## src/fca_consts.svh

```systemverilog
// fca_consts.svh: offsets, reset values and limits of the credit block
// assumes inclusion by bare name from the design files
`ifndef FCA_CONSTS_SVH
`define FCA_CONSTS_SVH

`define FCA_ADDR_W        8
`define FCA_OFS_CTRL      8'h00
`define FCA_OFS_INIT_HDR  8'h04
`define FCA_OFS_INIT_DATA 8'h08
`define FCA_OFS_THR_HDR   8'h0C
`define FCA_OFS_THR_PD    8'h10
`define FCA_OFS_THR_NPD   8'h14
`define FCA_OFS_THR_CPLD  8'h18
`define FCA_OFS_TMR_LIM   8'h1C
`define FCA_OFS_STATUS    8'h20
`define FCA_OFS_UPD_CNT   8'h24

`define FCA_RST_INF       6'h3F
`define FCA_RST_INI_H     7'h00
`define FCA_RST_INI_D     8'h00
`define FCA_RST_THR_H     7'h08
`define FCA_RST_THR_D     11'h0FF
`define FCA_RST_TMR_LIM   12'hFFF

`define FCA_MIN_INI_H     12'h001
`define FCA_MIN_INI_D     12'h008
`define FCA_MIN_THR       12'h001
`define FCA_MIN_TMR_LIM   12'hEA6

`define FCA_HDR_FLD_W     8
`define FCA_DATA_FLD_W    12
`define FCA_CNT_W         12
`define FCA_NKIND         3

`endif

```

## src/fca_pkg.sv

```systemverilog
// fca_pkg.sv: types shared by the credit advertise / update block
// assumes nothing beyond a SystemVerilog compiler
package fca_pkg;
	typedef enum logic [1:0] {FCA_DL_IDLE, FCA_DL_FC1, FCA_DL_FC2,
		FCA_DL_ACTIVE} fca_dl_t;
	typedef enum logic [1:0] {FCA_K_INIT1, FCA_K_INIT2, FCA_K_UPD}
		fca_dllp_t;
	typedef enum logic [1:0] {FCA_T_P, FCA_T_NP, FCA_T_CPL} fca_type_t;
endpackage

```

## src/fca_credit_adv.sv

```systemverilog
// fca_credit_adv.sv: receive credit advertising and UpdateFC scheduling
// assumes an APB master, a DLLP transmitter that acks each request and
// a link state input from the data link layer init machine
//
// Notes on behaviour
// RQ1 - during init, InitFC1 then InitFC2 carry the configured credit amounts
// RQ2 - each of six credit kinds has its own infinite credit option
// RQ3 - user picks infinite only if it sinks every TLP of that kind at once
// RQ4 - finite header kinds advertise an initial count of 1 to 127
// RQ5 - finite data kinds advertise an initial count of 8 to 255
// RQ6 - user sizes finite initial credits to its real receive buffering
// RQ7 - after init, UpdateFC goes out on credit thresholds or timer expiry
// RQ8 - posted header credits reaching threshold (1-127, default 8) send UpdateFC-P
// RQ9 - posted data credits reaching threshold (1-2047, default 255) send UpdateFC-P
// RQ10 - non-posted header or data thresholds send UpdateFC-NP
// RQ11 - completion header or data thresholds send completion UpdateFC
// RQ12 - timer limit 3750 to 4095 cycles, default 4095, bounds update spacing
// RQ13 - timer expiry sends updates for all three types regardless of releases
// RQ14 - infinite kinds send zero fields; counters and timer restart after update; the timer here restarts only on expiry or when the link leaves active
//
// The register offsets and the APB interface to the registers were chosen for this implementation.
`timescale 1ns/1ps
`include "fca_consts.svh"

module fca_credit_adv
(
	input  wire logic                       pclk,
	input  wire logic                       presetn,
	input  wire logic                       psel,
	input  wire logic                       penable,
	input  wire logic                       pwrite,
	input  wire logic [`FCA_ADDR_W-1:0]     paddr,
	input  wire logic [31:0]                pwdata,
	output logic      [31:0]                prdata,
	output logic                            pready,
	output logic                            pslverr,
	input  wire fca_pkg::fca_dl_t           dl_state,
	input  wire logic                       rel_ph,
	input  wire logic                       rel_nph,
	input  wire logic                       rel_cplh,
	input  wire logic [7:0]                 rel_pd,
	input  wire logic [7:0]                 rel_npd,
	input  wire logic [7:0]                 rel_cpld,
	output logic                            upd_valid,
	input  wire logic                       upd_ack,
	output fca_pkg::fca_dllp_t              upd_kind,
	output fca_pkg::fca_type_t              upd_type,
	output logic [`FCA_HDR_FLD_W-1:0]       upd_hdr,
	output logic [`FCA_DATA_FLD_W-1:0]      upd_data
);
	import fca_pkg::*;

	localparam int NK = `FCA_NKIND;

	function automatic logic [11:0] sat_add(input logic [11:0] a,
		input logic [11:0] b);
		logic [12:0] s;
		s = {1'b0, a} + {1'b0, b};
		return s[12] ? 12'hFFF : s[11:0];
	endfunction

	function automatic logic [11:0] at_least(input logic [11:0] v,
		input logic [11:0] lo);
		return (v < lo) ? lo : v;
	endfunction

	logic [5:0]  inf_reg;
	logic [6:0]  ini_h_reg [NK];
	logic [7:0]  ini_d_reg [NK];
	logic [6:0]  thr_h_reg [NK];
	logic [10:0] thr_d_reg [NK];
	logic [11:0] tlim_reg;
	logic [31:0] prdata_reg;
	logic [15:0] upd_cnt_reg;

	logic [11:0] hcnt_reg [NK];
	logic [11:0] dcnt_reg [NK];
	logic [11:0] hcnt_next [NK];
	logic [11:0] dcnt_next [NK];
	logic [7:0]  htot_reg [NK];
	logic [11:0] dtot_reg [NK];
	logic [11:0] hinc [NK];
	logic [11:0] dinc [NK];
	logic [7:0]  hfld [NK];
	logic [11:0] dfld [NK];
	logic [NK-1:0] hit;
	logic [NK-1:0] pend_reg;
	logic [11:0] tmr_reg;
	logic        tmr_exp;

	logic        upd_valid_reg;
	fca_dllp_t   upd_kind_reg;
	fca_type_t   upd_type_reg;
	logic [7:0]  upd_hdr_reg;
	logic [11:0] upd_data_reg;
	logic [1:0]  rr_reg;

	logic        can_load;
	logic        load;
	logic [1:0]  sel;
	logic        in_init;
	logic        active;
	logic        hit_addr;
	logic        wr_en;
	logic [31:0] rdata;

	assign in_init = (dl_state == FCA_DL_FC1) || (dl_state == FCA_DL_FC2);
	assign active = (dl_state == FCA_DL_ACTIVE);

	// bus slave: zero wait states, unmapped offsets answer with pslverr
	always_comb
	begin
		hit_addr = 1'b1;
		rdata = 32'h0000_0000;
		unique case (paddr)
			`FCA_OFS_CTRL:      rdata = {26'h0, inf_reg};
			`FCA_OFS_INIT_HDR:  rdata = {9'h0, ini_h_reg[2], 1'b0,
				ini_h_reg[1], 1'b0, ini_h_reg[0]};
			`FCA_OFS_INIT_DATA: rdata = {8'h0, ini_d_reg[2], ini_d_reg[1],
				ini_d_reg[0]};
			`FCA_OFS_THR_HDR:   rdata = {9'h0, thr_h_reg[2], 1'b0,
				thr_h_reg[1], 1'b0, thr_h_reg[0]};
			`FCA_OFS_THR_PD:    rdata = {21'h0, thr_d_reg[0]};
			`FCA_OFS_THR_NPD:   rdata = {21'h0, thr_d_reg[1]};
			`FCA_OFS_THR_CPLD:  rdata = {21'h0, thr_d_reg[2]};
			`FCA_OFS_TMR_LIM:   rdata = {20'h0, tlim_reg};
			`FCA_OFS_STATUS:    rdata = {4'h0, tmr_reg, 10'h0, dl_state,
				upd_valid_reg, pend_reg};
			`FCA_OFS_UPD_CNT:   rdata = {16'h0, upd_cnt_reg};
			default:            hit_addr = 1'b0;
		endcase
	end

	assign wr_en = psel && penable && pwrite && hit_addr;
	assign pready = 1'b1;
	assign pslverr = psel && penable && !hit_addr;
	assign prdata = prdata_reg;

	// read data captured in the setup phase so it comes from a flop
	always_ff @(posedge pclk or negedge presetn)
	begin
		if (!presetn)
			prdata_reg <= 32'h0000_0000;
		else if (psel && !penable && !pwrite)
			prdata_reg <= rdata;
	end

	always_ff @(posedge pclk or negedge presetn)
	begin
		if (!presetn)
		begin
			inf_reg <= `FCA_RST_INF;
			tlim_reg <= `FCA_RST_TMR_LIM;
			for (int k = 0; k < NK; k++)
			begin
				ini_h_reg[k] <= `FCA_RST_INI_H;
				ini_d_reg[k] <= `FCA_RST_INI_D;
				thr_h_reg[k] <= `FCA_RST_THR_H;
				thr_d_reg[k] <= `FCA_RST_THR_D;
			end
		end
		else if (wr_en)
		begin
			unique case (paddr)
				`FCA_OFS_CTRL:      inf_reg <= pwdata[5:0]; // RQ2
				`FCA_OFS_INIT_HDR:
					for (int k = 0; k < NK; k++)
						ini_h_reg[k] <= pwdata[8*k +: 7];
				`FCA_OFS_INIT_DATA:
					for (int k = 0; k < NK; k++)
						ini_d_reg[k] <= pwdata[8*k +: 8];
				`FCA_OFS_THR_HDR:
					for (int k = 0; k < NK; k++)
						thr_h_reg[k] <= pwdata[8*k +: 7];
				`FCA_OFS_THR_PD:    thr_d_reg[0] <= pwdata[10:0];
				`FCA_OFS_THR_NPD:   thr_d_reg[1] <= pwdata[10:0];
				`FCA_OFS_THR_CPLD:  thr_d_reg[2] <= pwdata[10:0];
				`FCA_OFS_TMR_LIM:   tlim_reg <= pwdata[11:0];
				default:            ;
			endcase
		end
	end

	// advertised fields: initial value plus credits released so far
	always_comb
	begin
		hinc[0] = {11'h0, rel_ph};
		hinc[1] = {11'h0, rel_nph};
		hinc[2] = {11'h0, rel_cplh};
		dinc[0] = {4'h0, rel_pd};
		dinc[1] = {4'h0, rel_npd};
		dinc[2] = {4'h0, rel_cpld};
		for (int k = 0; k < NK; k++)
		begin
			hfld[k] = inf_reg[k] ? 8'h00 : // RQ14
				8'(at_least({5'h0, ini_h_reg[k]}, `FCA_MIN_INI_H)) +
				htot_reg[k]; // RQ4
			dfld[k] = inf_reg[3+k] ? 12'h000 : // RQ14
				at_least({4'h0, ini_d_reg[k]}, `FCA_MIN_INI_D) +
				dtot_reg[k]; // RQ5
		end
	end

	always_ff @(posedge pclk or negedge presetn)
	begin
		if (!presetn)
			for (int k = 0; k < NK; k++)
			begin
				htot_reg[k] <= 8'h00;
				dtot_reg[k] <= 12'h000;
			end
		else if (!active)
			for (int k = 0; k < NK; k++)
			begin
				htot_reg[k] <= 8'h00;
				dtot_reg[k] <= 12'h000;
			end
		else
			for (int k = 0; k < NK; k++)
			begin
				htot_reg[k] <= htot_reg[k] + hinc[k][7:0];
				dtot_reg[k] <= dtot_reg[k] + dinc[k];
			end
	end

	// credits released in the cycle of a load count toward the next one
	always_comb
	begin
		for (int k = 0; k < NK; k++)
		begin
			if (load && sel == 2'(k))
			begin
				hcnt_next[k] = hinc[k]; // RQ14
				dcnt_next[k] = dinc[k]; // RQ14
			end
			else
			begin
				hcnt_next[k] = sat_add(hcnt_reg[k], hinc[k]);
				dcnt_next[k] = sat_add(dcnt_reg[k], dinc[k]);
			end
			hit[k] = active && // RQ7
				((hcnt_next[k] >= at_least({5'h0, thr_h_reg[k]},
				`FCA_MIN_THR)) || // RQ8 RQ10 RQ11
				(dcnt_next[k] >= at_least({1'h0, thr_d_reg[k]},
				`FCA_MIN_THR))); // RQ9 RQ10 RQ11
		end
	end

	always_ff @(posedge pclk or negedge presetn)
	begin
		if (!presetn)
			for (int k = 0; k < NK; k++)
			begin
				hcnt_reg[k] <= 12'h000;
				dcnt_reg[k] <= 12'h000;
			end
		else if (!active)
			for (int k = 0; k < NK; k++)
			begin
				hcnt_reg[k] <= 12'h000;
				dcnt_reg[k] <= 12'h000;
			end
		else
			for (int k = 0; k < NK; k++)
			begin
				hcnt_reg[k] <= hcnt_next[k];
				dcnt_reg[k] <= dcnt_next[k];
			end
	end

	// worst-case spacing timer, limit clamped into its legal range
	assign tmr_exp = active && (tmr_reg >=
		at_least(tlim_reg, `FCA_MIN_TMR_LIM) - 12'h001); // RQ12

	always_ff @(posedge pclk or negedge presetn)
	begin
		if (!presetn)
			tmr_reg <= 12'h000;
		else if (!active || tmr_exp)
			tmr_reg <= 12'h000; // RQ14
		else
			tmr_reg <= tmr_reg + 12'h001; // RQ12
	end

	// a new trigger in the load cycle keeps the type pending
	always_ff @(posedge pclk or negedge presetn)
	begin
		if (!presetn)
			pend_reg <= '0;
		else
			for (int k = 0; k < NK; k++)
				pend_reg[k] <= hit[k] || tmr_exp || // RQ13
					(pend_reg[k] && !(load && sel == 2'(k)));
	end

	assign can_load = !upd_valid_reg || upd_ack;

	always_comb
	begin
		load = 1'b0;
		sel = rr_reg;
		if (can_load && in_init)
			load = 1'b1; // RQ1
		else if (can_load && active && pend_reg != '0)
		begin
			load = 1'b1; // RQ7
			sel = pend_reg[0] ? 2'd0 : (pend_reg[1] ? 2'd1 : 2'd2);
		end
	end

	// init DLLPs cycle P, NP, CPL for as long as the init state lasts
	always_ff @(posedge pclk or negedge presetn)
	begin
		if (!presetn)
			rr_reg <= 2'd0;
		else if (!in_init)
			rr_reg <= 2'd0;
		else if (load)
			rr_reg <= (rr_reg == 2'd2) ? 2'd0 : rr_reg + 2'd1;
	end

	always_ff @(posedge pclk or negedge presetn)
	begin
		if (!presetn)
		begin
			upd_valid_reg <= 1'b0;
			upd_kind_reg <= FCA_K_INIT1;
			upd_type_reg <= FCA_T_P;
			upd_hdr_reg <= 8'h00;
			upd_data_reg <= 12'h000;
		end
		else if (dl_state == FCA_DL_IDLE)
			upd_valid_reg <= 1'b0;
		else if (load)
		begin
			upd_valid_reg <= 1'b1;
			upd_kind_reg <= (dl_state == FCA_DL_FC1) ? FCA_K_INIT1 :
				(dl_state == FCA_DL_FC2) ? FCA_K_INIT2 : FCA_K_UPD; // RQ1
			upd_type_reg <= fca_type_t'(sel);
			upd_hdr_reg <= hfld[sel]; // RQ1
			upd_data_reg <= dfld[sel]; // RQ1
		end
		else if (upd_ack)
			upd_valid_reg <= 1'b0;
	end

	always_ff @(posedge pclk or negedge presetn)
	begin
		if (!presetn)
			upd_cnt_reg <= 16'h0000;
		else if (load && active)
			upd_cnt_reg <= upd_cnt_reg + 16'h0001;
	end

	assign upd_valid = upd_valid_reg;
	assign upd_kind = upd_kind_reg;
	assign upd_type = upd_type_reg;
	assign upd_hdr = upd_hdr_reg;
	assign upd_data = upd_data_reg;
endmodule

```

## config.mk

```make
export PLATFORM = sky130hd
export DESIGN_NAME = fca_credit_adv
export DESIGN_NICKNAME = d
export VERILOG_FILES = /design/src/fca_pkg.sv /design/src/fca_credit_adv.sv
export VERILOG_INCLUDE_DIRS = /design/src
export SDC_FILE = /design/constraint.sdc
export NUM_CORES = 1
export LEC_CHECK = 0
export BUFFER_PORTS_ARGS = -buffer_cell sky130_fd_sc_hd__clkbuf_2
export CORE_MARGIN = 3
export CORE_UTILIZATION = 25
export CTS_BUF_LIST = sky130_fd_sc_hd__clkbuf_2
export CTS_CLUSTER_SIZE = 25
export DETAILED_ROUTE_END_ITERATION = 12
export GPL_TIMING_DRIVEN = 1
export SLEW_MARGIN = 20
export SYNTH_ARGS = -nofsm -noshare
export SYNTH_HDL_FRONTEND = slang
export SYNTH_SLANG_ARGS = --single-unit
```

## constraint.sdc

```tcl
create_clock -name pclk -period 11.9 [get_ports pclk]
set_clock_uncertainty 0.15 [all_clocks]
set_input_delay 1.19 -clock pclk [delete_from_list [all_inputs] [get_ports pclk]]
set_output_delay 1.19 -clock pclk [all_outputs]
set_load 0.01 [all_outputs]
```

==> flow_summary.ini, run 1 <==
[status]
status = complete, no violations

[clock_tree]
clk_pin_slew_ps = 110
numCtsBuffers = 93
cts_tree = done
htreeDepth = 3
cts.path.max_buffers = 3
postCtsSetupRepairBufs = 0
clk_latency_ps = 1090
hold_buffers = 1
root_buffer = clkbuf_2
cts-resized-gates = 0
numClockSinks = 335

[synthesis]
yosysTopAreaCell = dfrtp_1
ys.flop_type = dfrtp_1
synth_edf_count = 0
yosysWarnings = 0
ys_types = 77
ys_async_sr_fraction = 1.00
synth_area_leaders = dfrtp_1 35%, ha_1 11%, dfstp_2 5.6%
yosysSeqAreaShare = 0.402
synthCells = 2228
synth.most_common_cell = dfrtp_1
synth_commonest_cells = 290 x dfrtp_1, 279 x nor2_1, 177 x ha_1
postSynthAreaPerCell_um2 = 9.42
synth_area_um2 = 21000
synth_top_area_frac = 0.346
ys_seq_elements = 335

[grt]
overflow = 0
grt_start_max_net_pins = 103
grt_pass1_vias = 17000
grt_first_pass_wirelength_mm = 102
antenna_found_initial = 6
grt.total_usage = 0.154

[floorplan]
die-height_um = 296
initial_core_util = 0.254
fp.dieW_um = 296
die_area_um2 = 87400
core_area_um2 = 82600
ios = 134
rows = 105

[detailed_routing]
drc = 0
wl_mm = 67.5
wire_per_inst_um = 19.2
final_antenna_net_count = 0
routed-via-count = 17500
drtIter0Drc = 1397
firstDrtPassIters = 9
avgViaCountPerCell = 4.97

[power_and_ir_drop]
power_density_nw_per_um2 = 112
clkPwrFrac = 0.324
irDropWorstVdd_mv = 0.0472
combPwrFrac = 0.202
swShare = 0.342
p_int_mw = 1.75
seqPwrFrac = 0.475
p_switching_mw = 0.908
p_leak_nw = 11.2

[critical_path]
worst-setup-path-type = input pin to flop
slowest_delay_ps = 510
cp_data_arrival_time_ps = 6100
path_cells = clkbuf_2 -> ha_2 -> buf_4 -> nor2b_1 -> o211ai_1 -> a22oi_1 -> or2_2 -> nand2_1 -> o22a_1 -> ha_1 -> a21oi_1 -> a21oi_1 -> o311ai_0 -> a21oi_1 -> or4_1 -> a221o_1
required_ps = 12660
startpoint_type = input pin
cp_max_fo = 42
crit_slowest_cell = a22oi_1
cp-end-kind = flop
cp_common_cell = a21oi_1

[sta]
setup_viol = 0
rsz0062_at_grt = no
finalSetupTns_ps = 0
fmax_mhz = 187
slew_headroom = 0.203
slew_violations = 0
fin_crit_sh = 0.449
finalCriticalPeriod_ps = 5350
hold_viol_final = 0
worst_pin_slew_ps = 1190

[final_layout]
post-route-util = 0.286
drive_gt1_frac = 0.186
fin_nets = 2632
area_growth_syn_to_layout_pct = 12.5

[placement]
gp_congestion = 0.928
io_buffers = 120
dp_hpwl_mm = 51.9

[min_path]
hp-class = input pin to flop

[job]
cap_violations = 0
## cells by family (layout without fill, tap and decap cells)
family                     after synthesis  after routing  synth area share
DFF                                    335            335             0.402
and+or+nand+nor                        723            723             0.163
AOI/OAI and AO/OA                      568            568             0.179
other                                    2             14          0.000358
buffers and inverters                  186            389            0.0351
adders and majority gates              189            189             0.117
xor gates and xnor gates               142            142            0.0593
muxes                                   83             83            0.0438
## critical path, delay by kind of cell
family / cells / cell delay [ps]
AND/OR/NAND/NOR: 4 / 1530
buffers and inverters: 2 / 740
adder cells (fa/ha/maj): 2 / 690
AO/OA/AOI/OAI: 8 / 1880
## path summary, 6_finish.rpt
| kind | slack (ps) | cells past startpoint | from | end |
|---|---|---|---|---|
| setup / recovery | 6550 | 16 | dl_state[1] | pend_reg[0]$_DFF_PN0_ |
| hold / removal | 190 | 2 | pwdata[23] | ini_d_reg[7]$_DFFE_PN0P_ |
| setup reg to reg | 7030 | 16 | dcnt_reg[24]$_DFF_PN0_ | pend_reg[0]$_DFF_PN0_ |
| hold reg to reg | 340 | 2 | upd_data[1]$_DFFE_PN0P_ | upd_data[1]$_DFFE_PN0P_ |
| max in group asynchronous | 8970 | 4 | presetn | thr_d_reg[23]$_DFFE_PN1P_ |
| min in group asynchronous | 600 | 2 | presetn | dtot_reg[9]$_DFF_PN0_ |
## power groups by stage
stage          Clock, mW  Sequential [mW]  Combinational (mW)
6_report           0.859             1.26               0.536
5_1_grt            0.952             1.27               0.606
4_1_cts            0.892             1.26               0.544
3_5_place_dp           0             1.28               0.539
3_3_place_gp           0             1.28               0.536
2_1_floorplan          0             1.29               0.309
## cell usage in the layout (no fill, tap or decap), types with 9 or more instances in the layout
master,instances
nor2_1,277
nand3_1,68
a31oi_1,54
dfrtp_1,290
nand4_1,12
and2_1,36
buf_4,21
o21bai_1,14
or3_1,12
nand2b_1,16
o21ai_0,126
xor2_1,67
and3_1,33
a211oi_1,21
or4_1,9
a22o_1,12
inv_1,82
xnor2_1,75
dfstp_2,45
nand2_1,145
a22oi_1,47
nor4_1,18
ha_1,176
clkinv_1,11
a21oi_1,118
a21o_1,37
a222oi_1,11
o21a_1,13
mux2i_1,12
clkbuf_2,268
fa_1,12
a221oi_1,16
or2_2,12
nor3_1,25
mux2_2,71
nor2b_1,26
o22a_1,12
o2111ai_1,10
## final cells by class
type                    count  area (um^2)
diodes                      6         15.0
repair buffers            142          778
clock inverters            15         87.6
multi-input cells        1713        11900
inverters                  83          312
flip-flops and latches    335         8440
clock buffers             149          746
fillers                  8786        59000
well taps                1070         1340
## metrics by stage
step | cells | power, mW | setup WS (ps) | area (um^2) | hold slack, ps
floorplan | 2234 | 1.60 | 6770 | 21000 | 296
global placement | 3342 | 1.82 | 5660 | 22700 | 314
detailed placement | 3342 | 1.82 | 5590 | 22700 | 318
CTS | 3507 | 2.70 | 6720 | 23600 | 71.7
global route | 3512 | 2.83 | 6320 | 23600 | 83.5
finish | 3513 | 2.66 | 6550 | 23600 | 192
## per-layer routing
metal / share of wire / global-route usage / up-vias
met5: 0 / 0 / -
met4: 0.029 / 0.0524 / 0
met3: 0.077 / 0.0420 / 122
met2: 0.45 / 0.242 / 529
met1: 0.44 / 0.204 / 8406
li1: - / - / 8410
Power figures use the tool's default switching activity.
==> inputs of run 2 (changes only) <==
==> constraint.sdc (replaced) <==
create_clock -name pclk -period 5.15 [get_ports pclk]
set_clock_uncertainty 0.15 [all_clocks]
set_input_delay 0.515 -clock pclk [delete_from_list [all_inputs] [get_ports pclk]]
set_output_delay 0.515 -clock pclk [all_outputs]
set_load 0.01 [all_outputs]
==> flow_summary.ini, run 2 (same netlist as run 1, synthesis figures left out) <==
[status]
status = complete, no violations

[power_and_ir_drop]
irDropWorstVdd_mv = 0.124
p_leak_nw = 11.6
power_density_nw_per_um2 = 257
p_int_mw = 4.12
p_switching_mw = 2.17
total_power_mw = 6.29
combPwrFrac = 0.208
swShare = 0.345
clkPwrFrac = 0.327
seqPwrFrac = 0.465

[grt]
grt_first_pass_wirelength_mm = 105
grt_pass1_vias = 17500
antenna_found_initial = 5
overflow = 0
grt.total_usage = 0.157
grt_start_max_net_pins = 101

[final_layout]
design_area_um2 = 24500
final_cell_mix = 290 x dfrtp_1, 276 x nor2_1, 258 x clkbuf_2
instances_no_fill = 3596
regArea_um2 = 8440
fin_nets = 2714
multi_input_area_um2 = 11900
nFillCells = 8655
final_common_cell = dfrtp_1
drive_gt1_frac = 0.184
area_growth_syn_to_layout_pct = 16.7
post-route-util = 0.296

[min_path]
hp-class = input pin to flop
worstHoldStart = pwdata[19]

[floorplan]
die_area_um2 = 87400
die-height_um = 296
core_area_um2 = 82600
fp.dieW_um = 296
rows = 105
initial_core_util = 0.254
ios = 134

[placement]
placed_area_um2 = 22800
io_buffers = 120
dp.cells = 3353
gp_congestion = 0.932
dp_hpwl_mm = 52.3
pre_cts_slack_ps = 228

[critical_path]
cp_max_fo = 8
startpoint_type = flop
cp_data_arrival_time_ps = 5420
required_ps = 5940
worst-setup-path-type = flop to flop
rr_startpoint = dcnt_reg[24]$_DFF_PN0_
startpoint = dcnt_reg[24]$_DFF_PN0_
cp-end-kind = flop

[sta]
fmax_mhz = 216
fin_crit_sh = 0.900
slew_violations = 0
finalCriticalPeriod_ps = 4630
finalSetupTns_ps = 0
rsz0062_at_grt = no
worst_slack_ps = 517
worst_pin_slew_ps = 1080
hold_viol_final = 0
slew_headroom = 0.272
holdWs_ps = 111
setup_viol = 0

[detailed_routing]
wl_mm = 68.6
firstDrtPassIters = 6
avgViaCountPerCell = 4.95
drtIter0Drc = 1377
drc = 0
final_antenna_net_count = 0
routed-via-count = 17800
wire_per_inst_um = 19.1

[clock_tree]
cts_tree = done
cts-resized-gates = 0
htreeDepth = 3
root_buffer = clkbuf_2
cts.path.max_buffers = 3
numClockSinks = 335
clk_pin_slew_ps = 110
numCtsBuffers = 92
clk_latency_ps = 1110

[job]
cap_violations = 0
## run 2: power groups by stage
stage | Sequential, mW | Combinational (mW) | Clock [mW]
5_1_grt | 2.94 | 1.47 | 2.26
2_1_floorplan | 2.97 | 0.714 | 0
3_5_place_dp | 2.97 | 1.26 | 0
6_report | 2.92 | 1.31 | 2.06
3_3_place_gp | 2.97 | 1.26 | 0
4_1_cts | 2.92 | 1.32 | 2.12
## run 2: path summary, 6_finish.rpt
check                                      endpoint  slack, ps  depth (start not counted)
max                           pend_reg[0]$_DFF_PN0_        520                         16
min                        thr_h_reg[3]$_DFFE_PN1P_        110                          4
max reg2reg                   pend_reg[0]$_DFF_PN0_        520                         16
min reg2reg                  upd_hdr[0]$_DFFE_PN0P_        340                          2
max in group asynchronous      tmr_reg[3]$_DFF_PN0_       3560                          4
min in group asynchronous     dcnt_reg[9]$_DFF_PN0_        470                          4
## run 2: repair_timing
action / 4_1_cts / 5_1_grt
setup buffers: 0 / 0
endpoints found under the hold margin: 540 / 0
hold buffers: 73 / 0
## run 2: routing by layer
metal | vias to the layer above | global-route usage | part of all wire
met5 | - | 0 | 0
li1 | 8558 | - | -
met2 | 564 | 0.248 | 0.45
met1 | 8554 | 0.208 | 0.45
met3 | 134 | 0.0330 | 0.066
met4 | 0 | 0.0695 | 0.040
## run 2: cell type report
| class | instances | area share |
|---|---|---|
| multi-input cells | 1713 | 0.486 |
| flip-flops and latches | 335 | 0.345 |
| repair buffers | 225 | 0.0659 |
| well taps | 1070 | 0.0547 |
| clock buffers | 139 | 0.0284 |
| inverters | 83 | 0.0127 |
| clock inverters | 27 | 0.00752 |
| diodes | 4 | 0.000409 |
## run 2: critical path, cell delays in order (launching register included)
cell and delay [ps]:
dfrtp_1 390, ha_1 220, fa_1 430, a211oi_1 320, o21ai_0 150, a21o_1 200, a21oi_1 180, or3_1 220
nand2_1 200, o22a_1 240, ha_1 300, a21oi_1 150, a21oi_1 90, o311ai_0 390, a21oi_1 100, or4_1 500
a221o_1 300
==> inputs of run 3 (changes only) <==
--- a/config.mk
+++ b/config.mk
@@ -6,6 +6,7 @@
 export SDC_FILE = /design/constraint.sdc
 export NUM_CORES = 1
 export LEC_CHECK = 0
+export ABC_AREA = 1
 export BUFFER_PORTS_ARGS = -buffer_cell sky130_fd_sc_hd__clkbuf_2
 export CORE_MARGIN = 3
 export CORE_UTILIZATION = 25
==> flow_summary.ini, run 3 <==
[status]
status = complete, no violations

[grt]
antenna_found_initial = 2
grt_pass1_vias = 18800
overflow = 0
grt.total_usage = 0.155
grt_start_max_net_pins = 82
grt_first_pass_wirelength_mm = 108

[placement]
io_buffers = 120
dp.cells = 4073
pre_cts_slack_ps = 820
gp_congestion = 0.899
dp_hpwl_mm = 53.3

[synthesis]
ys_types = 53
ys_seq_elements = 335
yosysTopAreaCell = dfrtp_1
synth_top_area_frac = 0.336
synth_area_um2 = 21600
synth.most_common_cell = nand2_1
synthCells = 2878
ys_async_sr_fraction = 1.00
ys.flop_type = dfrtp_1
synth_area_leaders = dfrtp_1 34%, nand2_1 13%, ha_1 10%
synth_edf_count = 0
yosysSeqAreaShare = 0.391
yosysWarnings = 0
postSynthAreaPerCell_um2 = 7.50
synth_commonest_cells = 737 x nand2_1, 366 x inv_1, 290 x dfrtp_1

[min_path]
hp-class = input pin to flop
worstHoldStart = pwdata[23]
hold_path_depth = 4

[sta]
worst_slack_ps = 1150
rsz0062_at_grt = no
hold_viol_final = 0
setup_viol = 0
fin_crit_sh = 0.777
worst_pin_slew_ps = 988
slew_violations = 0
finalSetupTns_ps = 0
finalCriticalPeriod_ps = 4000
fmax_mhz = 250
slew_headroom = 0.341

[detailed_routing]
firstDrtPassIters = 6
avgViaCountPerCell = 4.60
routed-via-count = 19800
wire_per_inst_um = 16.2
drc = 0
wl_mm = 69.8
final_antenna_net_count = 0
drtIter0Drc = 1730

[critical_path]
r2r_slack_ps = 1150
cp_max_fo = 20
cp_data_arrival_time_ps = 4750
rr_startpoint = upd_valid$_DFFE_PN0P_
required_ps = 5900
worst-setup-path-type = flop to flop
cp-end-kind = flop
startpoint_type = flop
r2r_cells = 26
startpoint = upd_valid$_DFFE_PN0P_

[floorplan]
die-height_um = 300
rows = 107
core_area_um2 = 85400
fp.dieW_um = 300
die_area_um2 = 89900
initial_core_util = 0.253
ios = 134

[job]
cap_violations = 0

[clock_tree]
htreeDepth = 3
cts-resized-gates = 0
clk_latency_ps = 1080
numCtsBuffers = 93
clk_pin_slew_ps = 100
root_buffer = clkbuf_2
numClockSinks = 335
cts.path.max_buffers = 3
cts_tree = done

[final_layout]
regArea_um2 = 8440
final_common_cell = nand2_1
fin_nets = 3356
instances_no_fill = 4315
area_growth_syn_to_layout_pct = 16.1
drive_gt1_frac = 0.122
final_cell_mix = 737 x nand2_1, 366 x inv_1, 290 x dfrtp_1
multi_input_area_um2 = 11400
nFillCells = 9373

[power_and_ir_drop]
power_density_nw_per_um2 = 256
p_leak_nw = 12.8
irDropWorstVdd_mv = 0.132
==> run 3: cell types whose count changed in the layout (fill, tap and decap cells not counted), moves of 53 or more <==
cell | before | now
inv_1 | 82 | 366
mux2_2 | 71 | 0
nand2_1 | 145 | 737
nand3_1 | 68 | 161
o21ai_0 | 126 | 232
xnor2_1 | 75 | 22
==> run 3: through the flow <==
step | power (mW) | area, um^2 | utilization | hold WS (ps)
6_report | 6.42 | 25100 | 0.293 | 135
5_1_grt | 6.87 | 25100 | 0.293 | 85.2
4_1_cts | 6.51 | 25100 | 0.293 | 6.32
3_5_place_dp | 4.28 | 23400 | 0.274 | 298
2_1_floorplan | 3.78 | 21600 | - | 69.4
3_3_place_gp | 4.27 | 23400 | 0.274 | 289
==> run 3: path summary, 6_finish.rpt <==
check                                           endpoint
worst max-delay path               pend_reg[0]$_DFF_PN0_
worst min-delay path            ini_d_reg[7]$_DFFE_PN0P_
worst max register to register     pend_reg[0]$_DFF_PN0_
worst min register to register     rr_reg[0]$_DFFE_PN0P_
max in group asynchronous         dtot_reg[26]$_DFF_PN0_
min in group asynchronous       thr_d_reg[5]$_DFFE_PN1P_
==> run 3: where the power goes <==
group	total (mW)	switching [mW]	leakage (nW)	internal (mW)
logic	1.40	0.909	7.69	0.494
clock network	2.14	1.22	0.703	0.918
registers	2.88	0.119	4.41	2.76
==> run 3: final cells by class <==
type | instances | area share
diodes | 2 | 0.000200
clock buffers | 152 | 0.0304
clock inverters | 20 | 0.00614
inverters | 376 | 0.0563
multi-input cells | 2078 | 0.454
flip-flops and latches | 335 | 0.337
well taps | 1144 | 0.0571
repair buffers | 208 | 0.0592
==> run 3: routing by layer <==
metal	wire, um	part of all wire	GRT usage	vias up
met4	2080	0.030	0.0552	0
met1	31900	0.46	0.210	9227
met2	31100	0.45	0.242	589
met5	0	0	0	-
met3	4760	0.068	0.0326	113
li1	-	-	-	9900
==> run 3: kinds of logic (layout without fill, tap and decap cells) <==
family / Yosys count / after routing / share of synthesized area
XOR/XNOR: 76 / 76 / 0.0308
buffers and inverters: 471 / 756 / 0.0838
AND/OR/NAND/NOR: 1292 / 1292 / 0.249
flip-flops: 335 / 335 / 0.391
adder cells (fa/ha/maj): 189 / 189 / 0.114
AO/OA/AOI/OAI: 513 / 513 / 0.131
other: 2 / 10 / 0.000348
==> run 3: timing repair <==
action	in CTS	in global routing
setup buffers	0	0
hold buffers	68	0
hold endpoints to repair	471	0
setup endpoints to repair	0	0
==> run 3: worst max-delay path: stages, from the launching register on <==
cell and delay [ps]:
dfrtp_1 370, inv_1 100, nor2_1 340, nor2_4 70, nand3_2 90, nand2_1 60, nand2_1 160, inv_2 60
nand2_2 120, inv_2 40, nand2_1 600, o21ai_0 190, nor2_1 130, nand2_1 50, o21ai_1 80, inv_1 80
ha_1 310, a21oi_1 150, nor2_1 50, a211oi_1 170, nand2_1 80, nand2_1 60, nand2_1 50, nand2_1 60
nand3_1 60, nand2_1 50, nand3_1 60
